File: src/pkg/uedma_defines.svh
`ifndef UEDMA_DEFINES_SVH
`define UEDMA_DEFINES_SVH

// ********************************************************
// Host-DMA protocol header layout
// ********************************************************
`define UEDMA_HDR_LAST      3'h4
`define UEDMA_HDR_CTRL      3'h0
`define UEDMA_HDR_ADDR0     3'h1
`define UEDMA_HDR_ADDR1     3'h2
`define UEDMA_HDR_ADDR2     3'h3
`define UEDMA_HDR_DIR_BIT   7
`define UEDMA_HDR_INT_BIT   6
`define UEDMA_HDR_BURST_HI  5

// ********************************************************
// Data buffer
// ********************************************************
`define UEDMA_BUF_ENTRIES   2'h2

`endif

File: src/pkg/uedma_pkg.sv
package uedma_pkg;

    typedef enum logic [1:0] {
        UEDMA_NISO_OUT,
        UEDMA_ISO_IN,
        UEDMA_ISO_OUT
    } uedma_mode_t;

    typedef enum logic [1:0] {
        UEDMA_ZS_NORMAL,
        UEDMA_ZS_SHORT,
        UEDMA_ZS_IGNORE,
        UEDMA_ZS_MISSERR
    } uedma_zstat_t;

    typedef enum {
        UEDMA_S_IDLE,
        UEDMA_S_HDR,
        UEDMA_S_RUN,
        UEDMA_S_PAUSE,
        UEDMA_S_ZLP
    } uedma_state_t;

endpackage

File: src/verilog/uedma_seq.sv
`timescale 1ns/10ps
`default_nettype none
`include "uedma_defines.svh"

// Contract
// - Non-iso OUT full packet, bytes left: update count, clear NAK, keep open.
// - Non-iso OUT short packet, bytes left: end, reload or clear go, update, NAK.
// - OUT exact fit with short, no concat: update, clear NAK, await zero packet.
// - OUT count zero, buffer holds data, no concat: end, clear go, overflow.
// - Concat and reload at completion: end, swap, keep go, update, continue.
// - Non-iso concat without reload, data left: end, clear go, update, pause.
// - Iso OUT empty buffer with stop: end, clear go and stop, update, NAK.
// - Iso transfer unfinished at frame start: end, clear go, set overflow.
// - Iso IN full buffer, bytes left, missing error: end, clear go, send.
// - Iso IN concat and reload, buffer not full: end, update, next transfer.
// - Iso IN done, full buffer, missing error: end, clear go, no send.
// - Iso IN short, no concat, full buffer: keep open, update, zero packet.
// - Iso OUT zero-packet wait: error ends, short finishes, ignore clears NAK.
// - Iso OUT exact fit with short, no concat: update, NAK, expect zero packet.
// - Host mode uses one OUT and one IN endpoint, seen as bulk.
// - Host transfer per packet; write data follows header, read data later.
// - Header byte one bit 7: zero writes memory, one reads memory.
// - Host endpoints stay reserved until software reset or device reset.
// - Header byte one bits 5 to 0 give count, 1 through 63.
// - Header byte one bit 6 requests a done interrupt at transfer end.
module uedma_seq #(
    parameter int DW = 8,
    parameter int AW = 24,
    parameter int CW = 16
)(
    input  wire logic                   clk,
    input  wire logic                   rst,
    input  wire uedma_pkg::uedma_mode_t mode,
    input  wire logic                   goSet,
    input  wire logic [CW-1:0]          sizeIn,
    input  wire logic [AW-1:0]          addrIn,
    input  wire logic                   reloadSet,
    input  wire logic [CW-1:0]          reloadSize,
    input  wire logic [AW-1:0]          reloadAddr,
    input  wire logic                   stopSet,
    input  wire logic                   concatReq,
    input  wire logic                   shortReq,
    input  wire logic                   overflowClr,
    input  wire logic                   missingIsError,
    input  wire logic                   prevMissed,
    input  wire logic                   pktEvt,
    input  wire logic                   pktMax,
    input  wire uedma_pkg::uedma_zstat_t zeroLenStatus,
    input  wire logic                   epEmpty,
    input  wire logic                   epFull,
    input  wire logic                   sofEvt,
    input  wire logic                   hostEnable,
    input  wire logic                   softReset,
    input  wire logic                   srcValid,
    input  wire logic [DW-1:0]          srcData,
    output logic                        srcReady,
    output logic                        sinkValid,
    output logic [DW-1:0]               sinkData,
    input  wire logic                   sinkReady,
    output logic [AW-1:0]               memAddr,
    output logic                        readDir,
    output logic                        xferGo,
    output logic                        stopReq,
    output logic                        reloadPending,
    output logic                        overflowFlag,
    output logic                        nakClr,
    output logic                        sendPkt,
    output logic                        sendZero,
    output logic                        cntUpd,
    output logic [CW-1:0]               dmaCount,
    output logic                        hostReserved,
    output logic                        hostDone
);

    // ********************************************************
    // State
    // ********************************************************
    uedma_pkg::uedma_state_t state_reg;
    uedma_pkg::uedma_state_t state_next;
    logic [CW-1:0] left_reg;
    logic [CW-1:0] left_next;
    logic [CW-1:0] bytes_reg;
    logic [2:0]    hdrIdx_reg;
    logic          intReq_reg;
    logic [DW-1:0] spare_reg;
    logic          spareValid_reg;
    logic [1:0]    fill_next;
    logic          take;
    logic          push;
    logic          pop;
    logic          load;
    logic          hdrDone;
    logic          done;
    logic          missErr;
    logic          endX, fin, swap, clrGo, clrStp, setOvf, upd, nak, snd, zero, toZlp, toPause;

    assign take    = srcValid & srcReady;
    assign push    = take & (state_reg == uedma_pkg::UEDMA_S_RUN);
    assign pop     = sinkValid & sinkReady;
    assign done    = (left_reg == '0);
    assign missErr = missingIsError & prevMissed;
    assign hdrDone = take & (state_reg == uedma_pkg::UEDMA_S_HDR) & (hdrIdx_reg == `UEDMA_HDR_LAST);
    assign load    = goSet & ~hostReserved & (state_reg == uedma_pkg::UEDMA_S_IDLE);

    // ********************************************************
    // Transfer state decisions
    // ********************************************************
    always_comb
    begin
        {endX, fin, clrGo, clrStp, setOvf, upd, nak, snd, zero, toZlp, toPause} = '0;
        if (hostReserved)
        begin
            fin = 1'h0;
        end
        else if (state_reg == uedma_pkg::UEDMA_S_ZLP && pktEvt)
        begin
            if (mode == uedma_pkg::UEDMA_ISO_OUT)
            begin
                case (zeroLenStatus)
                    uedma_pkg::UEDMA_ZS_MISSERR:
                    begin
                        endX = 1'h1;
                        clrGo = 1'h1;
                        upd = 1'h1;
                        nak = 1'h1;
                    end
                    uedma_pkg::UEDMA_ZS_SHORT:
                    begin
                        fin = 1'h1;
                        upd = 1'h1;
                        nak = 1'h1;
                    end
                    uedma_pkg::UEDMA_ZS_IGNORE: nak = 1'h1;
                    default: nak = 1'h0;
                endcase
            end
            else
            begin
                fin = ~pktMax | (mode == uedma_pkg::UEDMA_ISO_IN);
                nak = fin & (mode == uedma_pkg::UEDMA_NISO_OUT);
            end
        end
        else if (state_reg == uedma_pkg::UEDMA_S_RUN && (pktEvt || done || sofEvt))
        begin
            if (mode != uedma_pkg::UEDMA_NISO_OUT && sofEvt && !done)
            begin
                endX = 1'h1;
                clrGo = 1'h1;
                setOvf = 1'h1;
            end
            else if (mode == uedma_pkg::UEDMA_ISO_IN)
            begin
                if (stopReq && (done || (epFull && pktEvt)))
                begin
                    endX = 1'h1;
                    clrGo = 1'h1;
                    clrStp = 1'h1;
                    upd = epFull;
                    snd = epFull;
                end
                else if (epFull && !done && pktEvt)
                begin
                    endX = missErr;
                    clrGo = missErr;
                    upd = ~missErr;
                    snd = 1'h1;
                end
                else if (!epFull && done)
                begin
                    endX = 1'h1;
                    upd = 1'h1;
                    fin = concatReq & reloadPending;
                    clrGo = ~fin;
                    setOvf = concatReq & ~reloadPending;
                    snd = ~fin;
                end
                else if (epFull && done)
                begin
                    if (missErr)
                    begin
                        endX = 1'h1;
                        clrGo = 1'h1;
                    end
                    else if (shortReq && !concatReq)
                    begin
                        upd = 1'h1;
                        zero = 1'h1;
                        toZlp = 1'h1;
                    end
                    else
                    begin
                        fin = 1'h1;
                        upd = 1'h1;
                        snd = 1'h1;
                    end
                end
            end
            else
            begin
                if (stopReq && (epEmpty || done))
                begin
                    endX = 1'h1;
                    clrGo = 1'h1;
                    clrStp = 1'h1;
                    upd = epEmpty;
                    nak = epEmpty | (mode == uedma_pkg::UEDMA_ISO_OUT);
                end
                else if (epEmpty && !done && pktEvt)
                begin
                    if (mode == uedma_pkg::UEDMA_ISO_OUT)
                    begin
                        nak = 1'h1;
                        upd = (zeroLenStatus != uedma_pkg::UEDMA_ZS_IGNORE);
                        fin = (zeroLenStatus == uedma_pkg::UEDMA_ZS_SHORT);
                        endX = (zeroLenStatus == uedma_pkg::UEDMA_ZS_MISSERR);
                        clrGo = endX;
                    end
                    else
                    begin
                        upd = 1'h1;
                        nak = 1'h1;
                        fin = ~pktMax;
                    end
                end
                else if (epEmpty && done)
                begin
                    upd = 1'h1;
                    nak = 1'h1;
                    toZlp = shortReq & ~concatReq & (pktMax | (mode == uedma_pkg::UEDMA_ISO_OUT));
                    fin = ~toZlp;
                end
                else if (!epEmpty && done)
                begin
                    endX = 1'h1;
                    upd = 1'h1;
                    fin = concatReq & reloadPending;
                    clrGo = ~fin;
                    setOvf = ~concatReq | (mode == uedma_pkg::UEDMA_ISO_OUT & ~reloadPending);
                    toPause = concatReq & ~reloadPending & (mode == uedma_pkg::UEDMA_NISO_OUT);
                    nak = (mode == uedma_pkg::UEDMA_ISO_OUT) & ~fin;
                end
            end
        end
        else if (state_reg == uedma_pkg::UEDMA_S_PAUSE && reloadPending)
        begin
            fin = 1'h1;
        end
        endX = endX | fin;
        swap = fin & reloadPending;
        clrGo = clrGo | (fin & ~reloadPending);
    end

    always_comb
    begin
        state_next = state_reg;
        left_next = left_reg;
        if (take && left_reg != '0 && state_reg == uedma_pkg::UEDMA_S_RUN)
        begin
            left_next = left_reg - CW'(1);
        end
        case (state_reg)
            uedma_pkg::UEDMA_S_IDLE:
            begin
                if (load)
                begin
                    state_next = uedma_pkg::UEDMA_S_RUN;
                    left_next = sizeIn;
                end
                else if (hostReserved && take)
                begin
                    state_next = uedma_pkg::UEDMA_S_HDR;
                end
            end
            uedma_pkg::UEDMA_S_HDR:
            begin
                if (hdrDone)
                begin
                    state_next = uedma_pkg::UEDMA_S_RUN;
                    left_next = CW'(bytes_reg[`UEDMA_HDR_BURST_HI:0]);
                end
            end
            uedma_pkg::UEDMA_S_RUN,
            uedma_pkg::UEDMA_S_PAUSE,
            uedma_pkg::UEDMA_S_ZLP:
            begin
                if (hostReserved && state_reg == uedma_pkg::UEDMA_S_RUN && done)
                begin
                    state_next = uedma_pkg::UEDMA_S_IDLE;
                end
                else if (swap)
                begin
                    state_next = uedma_pkg::UEDMA_S_RUN;
                    left_next = reloadSize;
                end
                else if (toPause)
                begin
                    state_next = uedma_pkg::UEDMA_S_PAUSE;
                end
                else if (endX)
                begin
                    state_next = uedma_pkg::UEDMA_S_IDLE;
                end
                else if (toZlp)
                begin
                    state_next = uedma_pkg::UEDMA_S_ZLP;
                end
            end
            default: state_next = uedma_pkg::UEDMA_S_IDLE;
        endcase
        fill_next = 2'(sinkValid) + 2'(spareValid_reg) + 2'(push) - 2'(pop);
    end

    always_ff @(posedge clk or posedge rst)
    begin
        if (rst)
        begin
            state_reg <= uedma_pkg::UEDMA_S_IDLE;
            left_reg <= '0;
            srcReady <= 1'h0;
        end
        else
        begin
            state_reg <= state_next;
            left_reg <= left_next;
            // Ready only when a word can land, so no word is dropped under stall
            srcReady <= (state_next == uedma_pkg::UEDMA_S_HDR)
                      | (state_next == uedma_pkg::UEDMA_S_IDLE & hostReserved & ~softReset)
                      | (state_next == uedma_pkg::UEDMA_S_RUN & fill_next < `UEDMA_BUF_ENTRIES
                         & left_next != '0);
        end
    end

    // ********************************************************
    // Host header capture
    // ********************************************************
    always_ff @(posedge clk or posedge rst)
    begin
        if (rst)
        begin
            hdrIdx_reg <= '0;
            bytes_reg <= '0;
            intReq_reg <= 1'h0;
            readDir <= 1'h0;
            hostReserved <= 1'h0;
            hostDone <= 1'h0;
        end
        else
        begin
            hostReserved <= ~softReset & (hostReserved | hostEnable);
            hostDone <= hostReserved & intReq_reg & done
                      & (state_reg == uedma_pkg::UEDMA_S_RUN);
            if (take && state_reg != uedma_pkg::UEDMA_S_RUN)
            begin
                hdrIdx_reg <= hdrDone ? `UEDMA_HDR_CTRL : hdrIdx_reg + 3'h1;
                if (hdrIdx_reg == `UEDMA_HDR_CTRL)
                begin
                    bytes_reg <= CW'(srcData);
                    readDir <= srcData[`UEDMA_HDR_DIR_BIT];
                    intReq_reg <= srcData[`UEDMA_HDR_INT_BIT];
                end
            end
            else if (state_reg == uedma_pkg::UEDMA_S_IDLE)
            begin
                hdrIdx_reg <= `UEDMA_HDR_CTRL;
            end
            if (load || swap || hdrDone)
            begin
                bytes_reg <= '0;
            end
            else if (push)
            begin
                bytes_reg <= bytes_reg + CW'(1);
            end
        end
    end

    // ********************************************************
    // Address and control bits
    // ********************************************************
    always_ff @(posedge clk or posedge rst)
    begin
        if (rst)
        begin
            memAddr <= '0;
            xferGo <= 1'h0;
            stopReq <= 1'h0;
            reloadPending <= 1'h0;
            overflowFlag <= 1'h0;
        end
        else
        begin
            if (load)
            begin
                memAddr <= addrIn;
            end
            else if (swap)
            begin
                memAddr <= reloadAddr;
            end
            else if (take && state_reg != uedma_pkg::UEDMA_S_RUN)
            begin
                case (hdrIdx_reg)
                    `UEDMA_HDR_ADDR0: memAddr[7:0] <= srcData;
                    `UEDMA_HDR_ADDR1: memAddr[15:8] <= srcData;
                    `UEDMA_HDR_ADDR2: memAddr[23:16] <= srcData;
                    default: memAddr <= memAddr;
                endcase
            end
            else if (push)
            begin
                memAddr <= memAddr + AW'(1);
            end
            // Hardware sets win over the clears in the same cycle
            xferGo <= load | hdrDone | (xferGo & ~clrGo
                      & ~(hostReserved & done & state_reg == uedma_pkg::UEDMA_S_RUN));
            stopReq <= stopSet | (stopReq & ~clrStp);
            reloadPending <= reloadSet | (reloadPending & ~swap);
            overflowFlag <= setOvf | (overflowFlag & ~overflowClr);
        end
    end

    // ********************************************************
    // Endpoint pulses and count
    // ********************************************************
    always_ff @(posedge clk or posedge rst)
    begin
        if (rst)
        begin
            nakClr <= 1'h0;
            sendPkt <= 1'h0;
            sendZero <= 1'h0;
            cntUpd <= 1'h0;
            dmaCount <= '0;
        end
        else
        begin
            nakClr <= nak;
            sendPkt <= snd;
            sendZero <= zero;
            cntUpd <= upd;
            if (load)
            begin
                dmaCount <= '0;
            end
            else if (upd)
            begin
                dmaCount <= bytes_reg;
            end
        end
    end

    // ********************************************************
    // Two-entry data buffer
    // ********************************************************
    always_ff @(posedge clk or posedge rst)
    begin
        if (rst)
        begin
            sinkValid <= 1'h0;
            sinkData <= '0;
            spareValid_reg <= 1'h0;
            spare_reg <= '0;
        end
        else if (pop)
        begin
            if (spareValid_reg)
            begin
                sinkData <= spare_reg;
                spareValid_reg <= push;
                spare_reg <= srcData;
            end
            else
            begin
                sinkValid <= push;
                sinkData <= srcData;
            end
        end
        else if (push)
        begin
            if (!sinkValid)
            begin
                sinkValid <= 1'h1;
                sinkData <= srcData;
            end
            else
            begin
                spareValid_reg <= 1'h1;
                spare_reg <= srcData;
            end
        end
    end

endmodule

`default_nettype wire

File: config.mk
export PLATFORM = sky130hd
export DESIGN_NAME = uedma_seq
export DESIGN_NICKNAME = d
export VERILOG_FILES = /design/src/pkg/uedma_pkg.sv /design/src/verilog/uedma_seq.sv
export VERILOG_INCLUDE_DIRS = /design/src /design/src/pkg
export SDC_FILE = /design/constraint.sdc
export NUM_CORES = 1
export LEC_CHECK = 0
export ABC_CLOCK_PERIOD_IN_PS = 5000
export BUFFER_PORTS_ARGS = -buffer_cell sky130_fd_sc_hd__buf_2
export CELL_PAD_IN_SITES_DETAIL_PLACEMENT = 1
export CELL_PAD_IN_SITES_GLOBAL_PLACEMENT = 2
export CORE_MARGIN = 4
export CORE_UTILIZATION = 33
export DETAILED_ROUTE_END_ITERATION = 6
export GPL_TIMING_DRIVEN = 0
export PLACE_DENSITY_LB_ADDON = 0.1
export SLEW_MARGIN = 20
export SYNTH_ARGS = -nofsm -noshare
export SYNTH_HDL_FRONTEND = slang
export SYNTH_SLANG_ARGS = --single-unit
File: constraint.sdc
create_clock -name clk -period 5 [get_ports clk]
set_input_delay 0.5 -clock clk [delete_from_list [all_inputs] [get_ports clk]]
set_output_delay 0.5 -clock clk [all_outputs]
set_load 0.01 [all_outputs]
# Word level (Yosys, flattened, before mapping)

Cells that the tools add are included.

Register bits: 138
Bits in latches: 0
Bits in writable memories: 0
Memory bits (read-only): 0
Logic and storage cells: 357
Memories: 0

Add/sub/neg operators: 7
$mul: 0
Div/mod/pow operators: 0
Order comparisons: 1
Equal/unequal tests: 27
Shift-type cells: 0
Mux-type cells: 176
Bitwise operators: 60
Reductions and logical operators: 61

Operators with widths:

| kind                                                                   | count |
|---|---|
| 32-bit two-way mux                                                     | 8 |
| 16-bit two-way mux                                                     | 11 |
| 1-bit two-way mux                                                      | 137 |
| 32-bit by 2-bit equality test with 1-bit output, second input constant | 4 |
| 32-bit by 3-bit equality test with 1-bit output, second input constant | 4 |
| 32-bit logical NOT                                                     | 3 |
| 24-bit two-way mux                                                     | 4 |
| 32-bit case mux with 3 select lines                                    | 1 |
| 8-bit two-way mux                                                      | 11 |
| 16-bit case mux with 3 select lines                                    | 1 |
| 1-bit bitwise AND                                                      | 33 |
| 32-bit by 1-bit equality test with 1-bit output, second input constant | 1 |
| 32-bit by 4-bit equality test with 1-bit output, second input constant | 1 |
| 32-bit by 3-bit != test with 1-bit output, second input constant       | 1 |
| 16-bit nonzero test                                                    | 2 |
| 24-bit by 1-bit adder with 24-bit output, second input constant        | 1 |
| 1-bit logical AND                                                      | 23 |
| 16-bit by 1-bit adder with 16-bit output, second input constant        | 1 |
| 16-bit logical NOT                                                     | 1 |
| 2-bit AND reduction                                                    | 8 |
| 16-bit by 1-bit subtractor with 16-bit output, second input constant   | 1 |
| 1-bit OR                                                               | 14 |
| 1-bit inverter                                                         | 13 |
| 4-bit by 3-bit != test with 1-bit output, second input constant        | 3 |
| 23 further kinds                                                       | 45 |

# Logic depth before layout (Yosys ltp)

Gate-level depths: netlist (run 1).

Depth in word-level cells: 24
Gate-level depth with buffers: 15
Mapped depth without buffers: 12

# Worst setup path before layout (run 1)

No wires, ideal clock.

Path type: register to register
Start: register left_reg[0]
End: register srcReady
Library setup time: 0.124 ns
Data arrival time: 3.394 ns
Required time: 4.876 ns
Path slack: 1.482 ns
Stages on the path, launching flop included: 13
Buffers on the path: 1
Clock period less this slack: 3.518 ns
Cell sequence: dfrtp_1 -> inv_1 -> ha_1 -> or4b_1 -> nor4_2 -> buf_4 -> nor2_1 -> mux2i_2 -> a22o_1 -> or4b_1 -> a2111oi_0 -> or3b_1 -> o31a_1

Word-level cells in the longest chain between the ends: 22
Elaborated cells between the ends (all ways): 94
Classes of those cells: add/sub: 1; eq/ne: 2; mux: 59; bitwise: 8; reduce/logical: 24

Ends and longest elaborated chain:

| element                                         | RTL line                           | RTL |
|---|---|---|
| from (decl)                                     | uedma_seq.sv:80                    | `logic [CW-1:0] left_reg;` |
| from (signal assigned)                          | uedma_seq.sv:324                   | `left_reg <= left_next;` |
| 16-bit logical NOT                              | uedma_seq.sv:100                   | `assign done = (left_reg == '0);` |
| 1-bit logical AND, or another cell as far along | uedma_seq.sv:177                   | `else if (epFull && done)` |
| 1-bit two-way mux, or another cell as far along | uedma_seq.sv:177                   |  |
| 1-bit two-way mux, or another cell as far along | uedma_seq.sv:168                   | `else if (!epFull && done)` |
| 1-bit two-way mux, on equally long branches     | uedma_seq.sv:161, uedma_seq.sv:208 |  |
| 1-bit two-way mux, on equally long branches     | uedma_seq.sv:153, uedma_seq.sv:200 |  |
| 1-bit two-way mux                               | uedma_seq.sv:151                   | `else if (mode == uedma_pkg::UEDMA_ISO_IN)` |
| 1-bit two-way mux                               | uedma_seq.sv:145                   | `if (mode != uedma_pkg::UEDMA_NISO_OUT && sofEvt && !done)` |
| (+5 left out)                                   | n/a                                |  |
| 32-bit two-way mux                              | uedma_seq.sv:295                   | `else if (toPause)` |
| 32-bit two-way mux                              | uedma_seq.sv:290                   | `else if (swap)` |
| 32-bit two-way mux                              | uedma_seq.sv:286                   | `if (hostReserved && state_reg == uedma_pkg::UEDMA_S_RUN && done)` |
| 32-bit case mux with 3 select lines             | uedma_seq.sv:261                   | `case (state_reg)` |
| 32-bit logical NOT                              | uedma_seq.sv:327                   | `\| (state_next == uedma_pkg::UEDMA_S_IDLE & hostReserved & ~softReset)` |
| 1-bit bitwise AND (2 in a row)                  | uedma_seq.sv:327                   |  |
| 1-bit OR                                        | uedma_seq.sv:327                   |  |
| 1-bit OR *                                      | uedma_seq.sv:326                   | `srcReady <= (state_next == uedma_pkg::UEDMA_S_HDR)` |
| to (signal assigned)                            | uedma_seq.sv:326                   |  |
| to (decl)                                       | uedma_seq.sv:56                    | `output logic srcReady,` |

Every way passes the cells marked *; elsewhere a longest branch is shown, timed or not.
A chain may end at the register's enable or synchronous reset.

# Final worst setup path (run 1)

Start: register state_reg[8]
End: register memAddr[11]

Word-level cells in the longest chain between the ends: 9
Elaborated cells between the ends (all ways): 22
Classes of those cells: eq/ne: 5; mux: 7; bitwise: 3; reduce/logical: 7

Ends and longest elaborated chain:

| element                                                                                 | RTL line         | RTL |
|---|---|---|
| from (decl)                                                                             | uedma_seq.sv:78  | `uedma_pkg::uedma_state_t state_reg;` |
| from (signal assigned)                                                                  | uedma_seq.sv:317 | `state_reg <= uedma_pkg::UEDMA_S_IDLE;` |
| from (signal assigned)                                                                  | uedma_seq.sv:323 | `state_reg <= state_next;` |
| 32-bit by 3-bit equality test with 1-bit output                                         | uedma_seq.sv:244 | `else if (state_reg == uedma_pkg::UEDMA_S_PAUSE && reloadPending)` |
| 1-bit logical AND                                                                       | uedma_seq.sv:244 |  |
| 1-bit two-way mux                                                                       | uedma_seq.sv:244 |  |
| 1-bit two-way mux                                                                       | uedma_seq.sv:143 | `else if (state_reg == uedma_pkg::UEDMA_S_RUN && (pktEvt \|\| done \|\| sofEvt))` |
| 1-bit two-way mux                                                                       | uedma_seq.sv:115 | `else if (state_reg == uedma_pkg::UEDMA_S_ZLP && pktEvt)` |
| 1-bit two-way mux                                                                       | uedma_seq.sv:111 | `if (hostReserved)` |
| 1-bit bitwise AND                                                                       | uedma_seq.sv:249 | `swap = fin & reloadPending;` |
| 4-bit by 3-bit != test with 1-bit output (no source line), or another cell as far along | n/a              |  |
| 2-bit AND reduction (no source line) or 24-bit two-way mux (tied branches)              | n/a              |  |
| to (signal assigned)                                                                    | uedma_seq.sv:394 | `memAddr <= addrIn;` |
| to (signal assigned)                                                                    | uedma_seq.sv:398 | `memAddr <= reloadAddr;` |
| to (signal assigned)                                                                    | uedma_seq.sv:404 | `` `UEDMA_HDR_ADDR1: memAddr[15:8] <= srcData; `` |
| to (decl)                                                                               | uedma_seq.sv:60  | `output logic [AW-1:0] memAddr,` |

Several ways; a longest one is shown, not always the timed one.

==> results of run 1 <==
## worst max-delay path by stage
stage                      start       endpoint  slack (ns)  depth (start not counted)
floorplan                    rst   bytes_reg[0]        0.80                          1
global placement             rst  state_reg[11]       -1.11                          2
detailed placement  state_reg[8]    memAddr[13]        0.36                         11
CTS                 state_reg[8]    memAddr[13]        0.33                         11
global route        state_reg[8]     memAddr[2]       0.009                         11
finish              state_reg[8]    memAddr[11]        0.39                         11
## through the flow
step	worst slack, ns	std cells	total power (uW)	TNS, ns	cell area (um2)
4_1_cts	0.333	1569	3620	0	10500
6_report	0.385	1570	3580	0	10500
5_1_grt	0.00870	1570	3810	0	10500
3_5_place_dp	0.361	1537	2340	0	9910
3_3_place_gp	-1.11	1536	2320	-150.65	9880
2_1_floorplan	0.804	1038	1970	0	8620
## cell usage after synthesis (4+ instances only)
cell type  count  area, um2
or2_2          7       43.8
and4_1         5       43.8
nand2_1      152        571
mux2_2         8       90.1
a31oi_1        5       31.3
a21oi_1       57        285
clkbuf_1      41        154
dfrtp_1      138       3450
o2111ai_1      4       35.0
nand4_1       22        138
xor2_1        20        175
nor4_1        15       93.8
nor2_1       102        383
or4_1          4       30.0
o211ai_1       7       52.6
o31ai_1       14        105
mux2i_1       14        140
or3_1          5       31.3
inv_1         21       78.8
a211oi_1      25        188
a21o_1         4       30.0
o22ai_1        4       25.0
nor4_2         7       87.6
nand3_1       42        210
nor3_1        19       95.1
xnor2_1       17        149
o21a_1         8       60.1
a22oi_1        7       52.6
and2_1         8       50.1
nor2b_1       10       62.6
nand2b_1       8       50.1
and3_1        23        144
ha_1          11        138
o21ai_0       95        475
## worst register-to-register path, cell delays in order (launching register included)
cell	delay, ns
dfrtp_1	0.37
nor4_1	0.46
nand4_1	0.55
or3_1	0.53
clkbuf_1	0.29
nor2_1	0.75
clkbuf_1	0.62
nor2_1	0.19
o21a_1	0.28
clkbuf_1	0.27
nand2_1	0.11
o21ai_0	0.08
## final cells by class
type,instances,area share (%)
Tap cell,330,3.94
Clock buffer,17,4.06
Inverter,21,0.823
Buffer,50,2.17
Sequential cell,138,32.9
Clock inverter,15,1.40
Multi-Input combinational cell,829,46.4
Antenna cell,1,0.0239
Timing Repair Buffer,169,8.28
## metal layers
| metal | up-vias | global-route usage [%] | routed length, um |
|---|---|---|---|
| met5 | - | 0 | 12 |
| met2 | 228 | 36.4 | 15100 |
| met4 | 2 | 5.12 | 405 |
| met1 | 4211 | 34.6 | 16100 |
| met3 | 28 | 2.97 | 1540 |
| li1 | 4081 | - | - |
## power by group through the flow
stage               Clock (uW)  Sequential [uW]  Combinational [uW]
floorplan                    0             1500                 471
global route              1340             1560                 911
global placement             0             1550                 775
finish                    1250             1530                 795
CTS                       1290             1530                 802
detailed placement           0             1550                 797
## cell families after synthesis
| family | count (synthesis) |
|---|---|
| buffers and inverters | 71 |
| AO/OA/AOI/OAI | 270 |
| multiplexers | 23 |
| XOR/XNOR | 37 |
| flip-flops | 138 |
| adder cells (fa/ha/maj) | 11 |
| AND/OR/NAND/NOR | 459 |
| other | 1 |
==> impl_results.md, run 1 <==
- Per-instance average area after synthesis: 8.43 um2
- Count of yosys warnings during synthesis: 0
- Compound-Gate Fraction of Synth Area: between 20% and 30%
- Total core area: about 25000 um2
- Simple-gate portion of the synthesized area: a little over a quarter
- Path category of the worst min-delay check: in -> async
- Hold Vio Cnt, Final: 0
- Footprint of the flip-flops and latches: 3450 um2
- Kind of critical path: reg -> reg
- Total track usage: 23.3%
- Clock edge transition at the registers on the reported setup and hold paths: 0.07 ns
- Antenna Nets Post-Route: 0
- Slowest cell on the critical path: nor2_1
- Number of setup buffers added after CTS: 0
- HPWL after detailed placement: 25500 um
- Time the worst path needs with I/O delays and setup: 4.61 ns
- Max incr delay on CP: 0.75 ns
- Cell count after synthesis: between 1000 and 1500
- Synth Area in XOR/XNOR: 3.80%
- CTS Buf Count: 17
- Crit path top cell by count: clkbuf_1
- Wire length of the first global-routing pass: just over 50000 um
- Via count of the first global-routing pass: 8692
- Part of the power in registers: 42.8%
- Slew of the pin with the lowest slew margin: 1.00 ns
- DRC viols: 0
- Post-Synth Adder-Cell Area: roughly 1.6%
- Library cell used as clock root buffer: clkbuf_16
- Setup slack on the worst flop-to-flop path: 0.39 ns
- FP Rows: 58
- Most used DFF post-synth: dfrtp_1
- Part of the Yosys area used for sequential elements: between 40% and 50%
- Worst EP arrival: a little under 5 ns
- Worst flop-to-flop path startpoint: state_reg[8]
- Latest clock arrival within the worst-skew pair: around 0.43 ns
- Worst-case headroom to the max-slew limit: 32.7%
- Number of flip-flops under the largest register name: 32
- Number of primary I/O pins: 172
- Post-Syn Area: 8520 um2
- Number of fillers in the final layout: between 3000 and 4000
- Post-cts gate resize count: 0
- Final period utilization: 92.3%
- Die height: 169 um
- Clock share of power: 35.0%
- Post-synth cell types: just under 90
- Maximum number of pins on one net before global-route repair: 88
- Cell family with most CP delay: simple AND/OR/NAND/NOR gates
- Multi-input gate area: 4870 um2
- TritonCTS clock tree: yes
- Logic depth of the worst register-to-register path: 11
- Worst endpoint required time: about 5.3 ns
- Total clock sinks: 138
- Number of DRC violations after detailed-routing iteration 0: 520
- Count of nets after finishing: 1348
- Maximum fanout along the worst path: 10
- Growth of design area from synthesis to finish: 23.2%
- Largest family of logic cells by synthesized area: simple AND/OR/NAND/NOR gates
- Endpoint of the lowest-slack register-to-register path: memAddr[11]
- Pwr/cell area: about 340 nW/um2
- Switching power share of the total: 35.7%
- Proportion of layout cells with a drive suffix above 1: 20.7%
- Hold buffer count at CTS: 0
- Die area: 28400 um2
- Max Cap Viol: 0
- Number of failing setup endpoints in the final timing report: 0
- Leakage power: 0.00471 uW
- Average wire per cell in the routed design: approximately 21 um
- Worst slack on hold paths: between 0.09 and 0.1 ns
- Via total after detailed routing: 8550
- Top library cells by usage in the layout, fill and taps aside: buf_2, nand2_1, dfrtp_1, nor2_1, o21ai_0
- F_max: about 0.22 GHz
- Number of synthesized register bits: approximately 140
- Initial antenna violation count: 2
- Cell-internal power: 2300 uW
- Most common library cell in the layout ignoring fill and taps: buf_2
- Highest ir drop seen on vdd: ~0.21 mV
- Core utilization of the finished layout: 41.5%
- Buffers plus inverters on the worst setup path: 3
- Share of power burned in combinational logic: 22.2%
- Htree depth: 4
- Startpoint type of the worst setup path: flip-flop
- Router iterations before antenna repair: 5
- Share of cell area taken by muxes after synthesis: 2.86%
- Setup repair after global routing missed its margin: no
- Chain of cells forming the critical path: nor4_1 > nand4_1 > or3_1 > clkbuf_1 > nor2_1 > clkbuf_1 > nor2_1 > o21a_1 > clkbuf_1 > nand2_1 > o21ai_0
- Share of synthesized registers carrying an async set or reset: 100%
- Result of the run: finished, final reports clean
- Kind of capture point of the worst setup path: flip-flop
- Aggregate global routing overflow: 0
- Power dissipated by switching net loads: 1280 uW
- Port Buffers: roughly 170
- Total Routed Length: 33200 um
- Final Skew: ~0.015 ns
- Routed vias/inst: approximately 5.4
- Max Buffers Root-to-Sink: 2
- Pins Over Slew Limit: 0
- EDFF count, synth: 0
- Routability congestion estimate from global placement: 0.940
- Effective utilization at floorplan: 33.7%
- Chip Width: 169 um
Power figures use the tool's default switching activity.
==> inputs of run 2 (changes only) <==
- ABC_AREA: unset -> 1
- CORE_UTILIZATION: 33 -> 31
- PLACE_DENSITY_LB_ADDON: 0.1 -> 0.08
- RECOVER_POWER: unset -> 100
==> impl_results.md, run 2 <==
- DRC viols: 0
- Post-synth cell types: 52
- EDFF count, synth: 0
- Total clock sinks: approximately 140
- Startpoint type of the worst setup path: flip-flop
- Effective utilization at floorplan: 31.3%
- Chip Width: about 180 um
- Count of nets after finishing: 1554
- Path category of the worst min-delay check: in -> reg
- Setup Total Neg Slack: 0 ns
- TritonCTS clock tree: yes
- Initial antenna violation count: 2
- Biggest area contributors in the synthesized netlist: dfrtp_1, nand2_1, inv_1, nand3_1, nor2_1
- Routability congestion estimate from global placement: between 0.8 and 0.9
- Multi-input gate area: 4530 um2
- Routed vias/inst: 4.92
- Number of DRC violations after detailed-routing iteration 0: 425
- Growth of design area from synthesis to finish: 21.8%
- Number of fillers in the final layout: 3622
- Proportion of layout cells with a drive suffix above 1: 13.0%
- Average wire per cell in the routed design: 18.1 um
- Cell family with most CP delay: simple AND/OR/NAND/NOR gates
- Count of yosys warnings during synthesis: 0
- Kind of capture point of the worst setup path: flip-flop
- Number of flip-flops under the largest register name: 32
- Number of synthesized register bits: 138
- Biggest area consumer among synthesized cells: dfrtp_1
- Worst-case headroom to the max-slew limit: -99.4%
- Most used DFF post-synth: dfrtp_1
- Number of setup buffers added after CTS: 0
- Total instance count after detailed placement: 1791
- Final Skew: 0.0204 ns
- Max Cap Viol: 1
- Leakage power: 0.00531 uW
- Post-cts gate resize count: 0
- Hold buffer count at CTS: 0
- Worst EP arrival: 4.23 ns
- Result of the run: finished, violations left
- Max incr delay on CP: 0.56 ns
- Latest clock arrival within the worst-skew pair: 0.45 ns
- Final Worst Setup Slack: 1.08 ns
- Area fraction of the dominant cell type after synthesis: between 30% and 40%
- CTS Buf Count: 17
- Maximum fanout along the worst path: 10
- Worst slack on hold paths: 0.233 ns
- Max Buffers Root-to-Sink: 2
- Kind of critical path: reg -> reg
- Footprint of the flip-flops and latches: 3450 um2
- Post-layout total power: around 3600 uW
- F_max: around 0.26 GHz
- Pins Over Slew Limit: 64
- Cell count after synthesis: between 1000 and 1500
- Most common library cell in the layout ignoring fill and taps: nand2_1
- Htree depth: 4
- Violated checks: max-capacitance violations, max-slew violations
- Router iterations before antenna repair: 5
- Pwr/cell area: 338 nW/um2
- Via count of the first global-routing pass: 9369
- Crit path top cell by count: nand2_1
- Library cell used as clock root buffer: clkbuf_16
- Clock edge transition at the registers on the reported setup and hold paths: ~0.08 ns
- Worst endpoint required time: approximately 5.3 ns
- Final period utilization: 78.4%
- Part of the Yosys area used for sequential elements: 39.7%
- Fin cells: approximately 1800
- Aggregate global routing overflow: 0
- Buffers plus inverters on the worst setup path: 4
- Worst setup slack after placement: 1.54 ns
- Highest ir drop seen on vdd: 0.248 mV
- Number of primary I/O pins: 172
- Via total after detailed routing: 8978
- Share of synthesized registers carrying an async set or reset: 100%
- Hold Vio Cnt, Final: 0
- Maximum number of pins on one net before global-route repair: 76
- HPWL after detailed placement: 25600 um
- Wire length of the first global-routing pass: 52000 um
- Top library cells by usage in the layout, fill and taps aside: nand2_1, inv_1, dfrtp_1, nor2_1, buf_2
- Slew of the pin with the lowest slew margin: 2.97 ns
- Most frequently used cell type in the post-synthesis netlist: nand2_1
- Per-instance average area after synthesis: 7.17 um2
- Antenna Nets Post-Route: 0
- Setup repair after global routing missed its margin: no
- Slowest cell on the critical path: clkbuf_1
- Time the worst path needs with I/O delays and setup: 3.92 ns
- Total track usage: 21.5%
- Die height: 176 um
- Post-Syn Area: 8710 um2
- FP Rows: 61
- Number of failing setup endpoints in the final timing report: 0
- Total Routed Length: ~33000 um
- Die area: 30800 um2
- Total core area: 27800 um2
- Port Buffers: 169
- Ranking of synthesized cells by instance count: nand2_1, inv_1, dfrtp_1
run 2: final cells by class:
cell class,count,share of cell area (%)
sequential,138,32.6
tap,378,4.46
antenna,1,0.0236
timing repair buffer,170,7.52
clock buffer,17,4.01
buffer,42,1.86
clock inverter,15,1.48
inverter,152,5.39
multi-input combinational,911,42.7
run 2: logic make-up after synthesis:
logic type / count (synthesis) / synth area share, %
adders and majority gates: 11 / 1.58
DFF: 138 / 39.7
buffers and inverters: 194 / 8.94
xor gates and xnor gates: 37 / 3.72
muxes: 1 / 0.129
AOI/OAI and AO/OA: 207 / 14.0
and+or+nand+nor: 626 / 31.9
other: 1 / 0.0431
run 2: per-layer routing:
metal  share of wire (%)  track usage (%)  vias to the layer above
met5               0.024                0                        -
met4                 1.8             5.52                        2
met3                 3.1             3.19                       39
met2                  48             36.2                      169
met1                  47             29.0                     4348
li1                    -                -                     4420
run 2: worst paths after layout:
| path | from | to | slack, ns | cells after the start |
|---|---|---|---|---|
| max | left_reg[0] | srcReady | 1.08 | 26 |
| min | overflowClr | overflowFlag | 0.23 | 2 |
| max reg2reg | left_reg[0] | srcReady | 1.08 | 26 |
| min reg2reg | bytes_reg[15] | bytes_reg[15] | 0.50 | 1 |
| max in group asynchronous | rst | state_reg[11] | 2.75 | 2 |
| min in group asynchronous | rst | dmaCount[8] | 0.90 | 2 |
run 2: where the power goes:
| part | internal, uW | switching (uW) |
|---|---|---|
| Combinational | 311 | 488 |
| Sequential | 1290 | 202 |
| Clock | 708 | 593 |
| Total | 2300 | 1280 |
run 2: stage by stage:
| stage | cell area [um2] | utilization (%) |
|---|---|---|
| after detailed placement | 10200 | 36.6 |
| after global routing | 10600 | 38.2 |
| after floorplan | 8810 | - |
| final | 10600 | 38.2 |
| after global placement | 10100 | 36.5 |
| after CTS | 10700 | 38.7 |
run 2: worst register-to-register path, stage by stage, from the launching register on:
cell	delay (ns)
dfrtp_1	0.38
inv_1	0.11
ha_1	0.22
nand2_1	0.07
nor2_1	0.09
nand2_2	0.08
clkbuf_1	0.56
nand2_2	0.10
nand2_1	0.17
inv_2	0.08
nor2_1	0.17
nand2_1	0.10
nand2_1	0.09
nand2_2	0.06
nand2_1	0.10
nand3_1	0.15
buf_6	0.20
nand2_4	0.08
nand2_1	0.16
nand2_1	0.11
nand2_1	0.08
a21oi_1	0.18
nand2_1	0.08
nor2_1	0.11
nand2_1	0.13
nand2_1	0.09
nand2_1	0.07
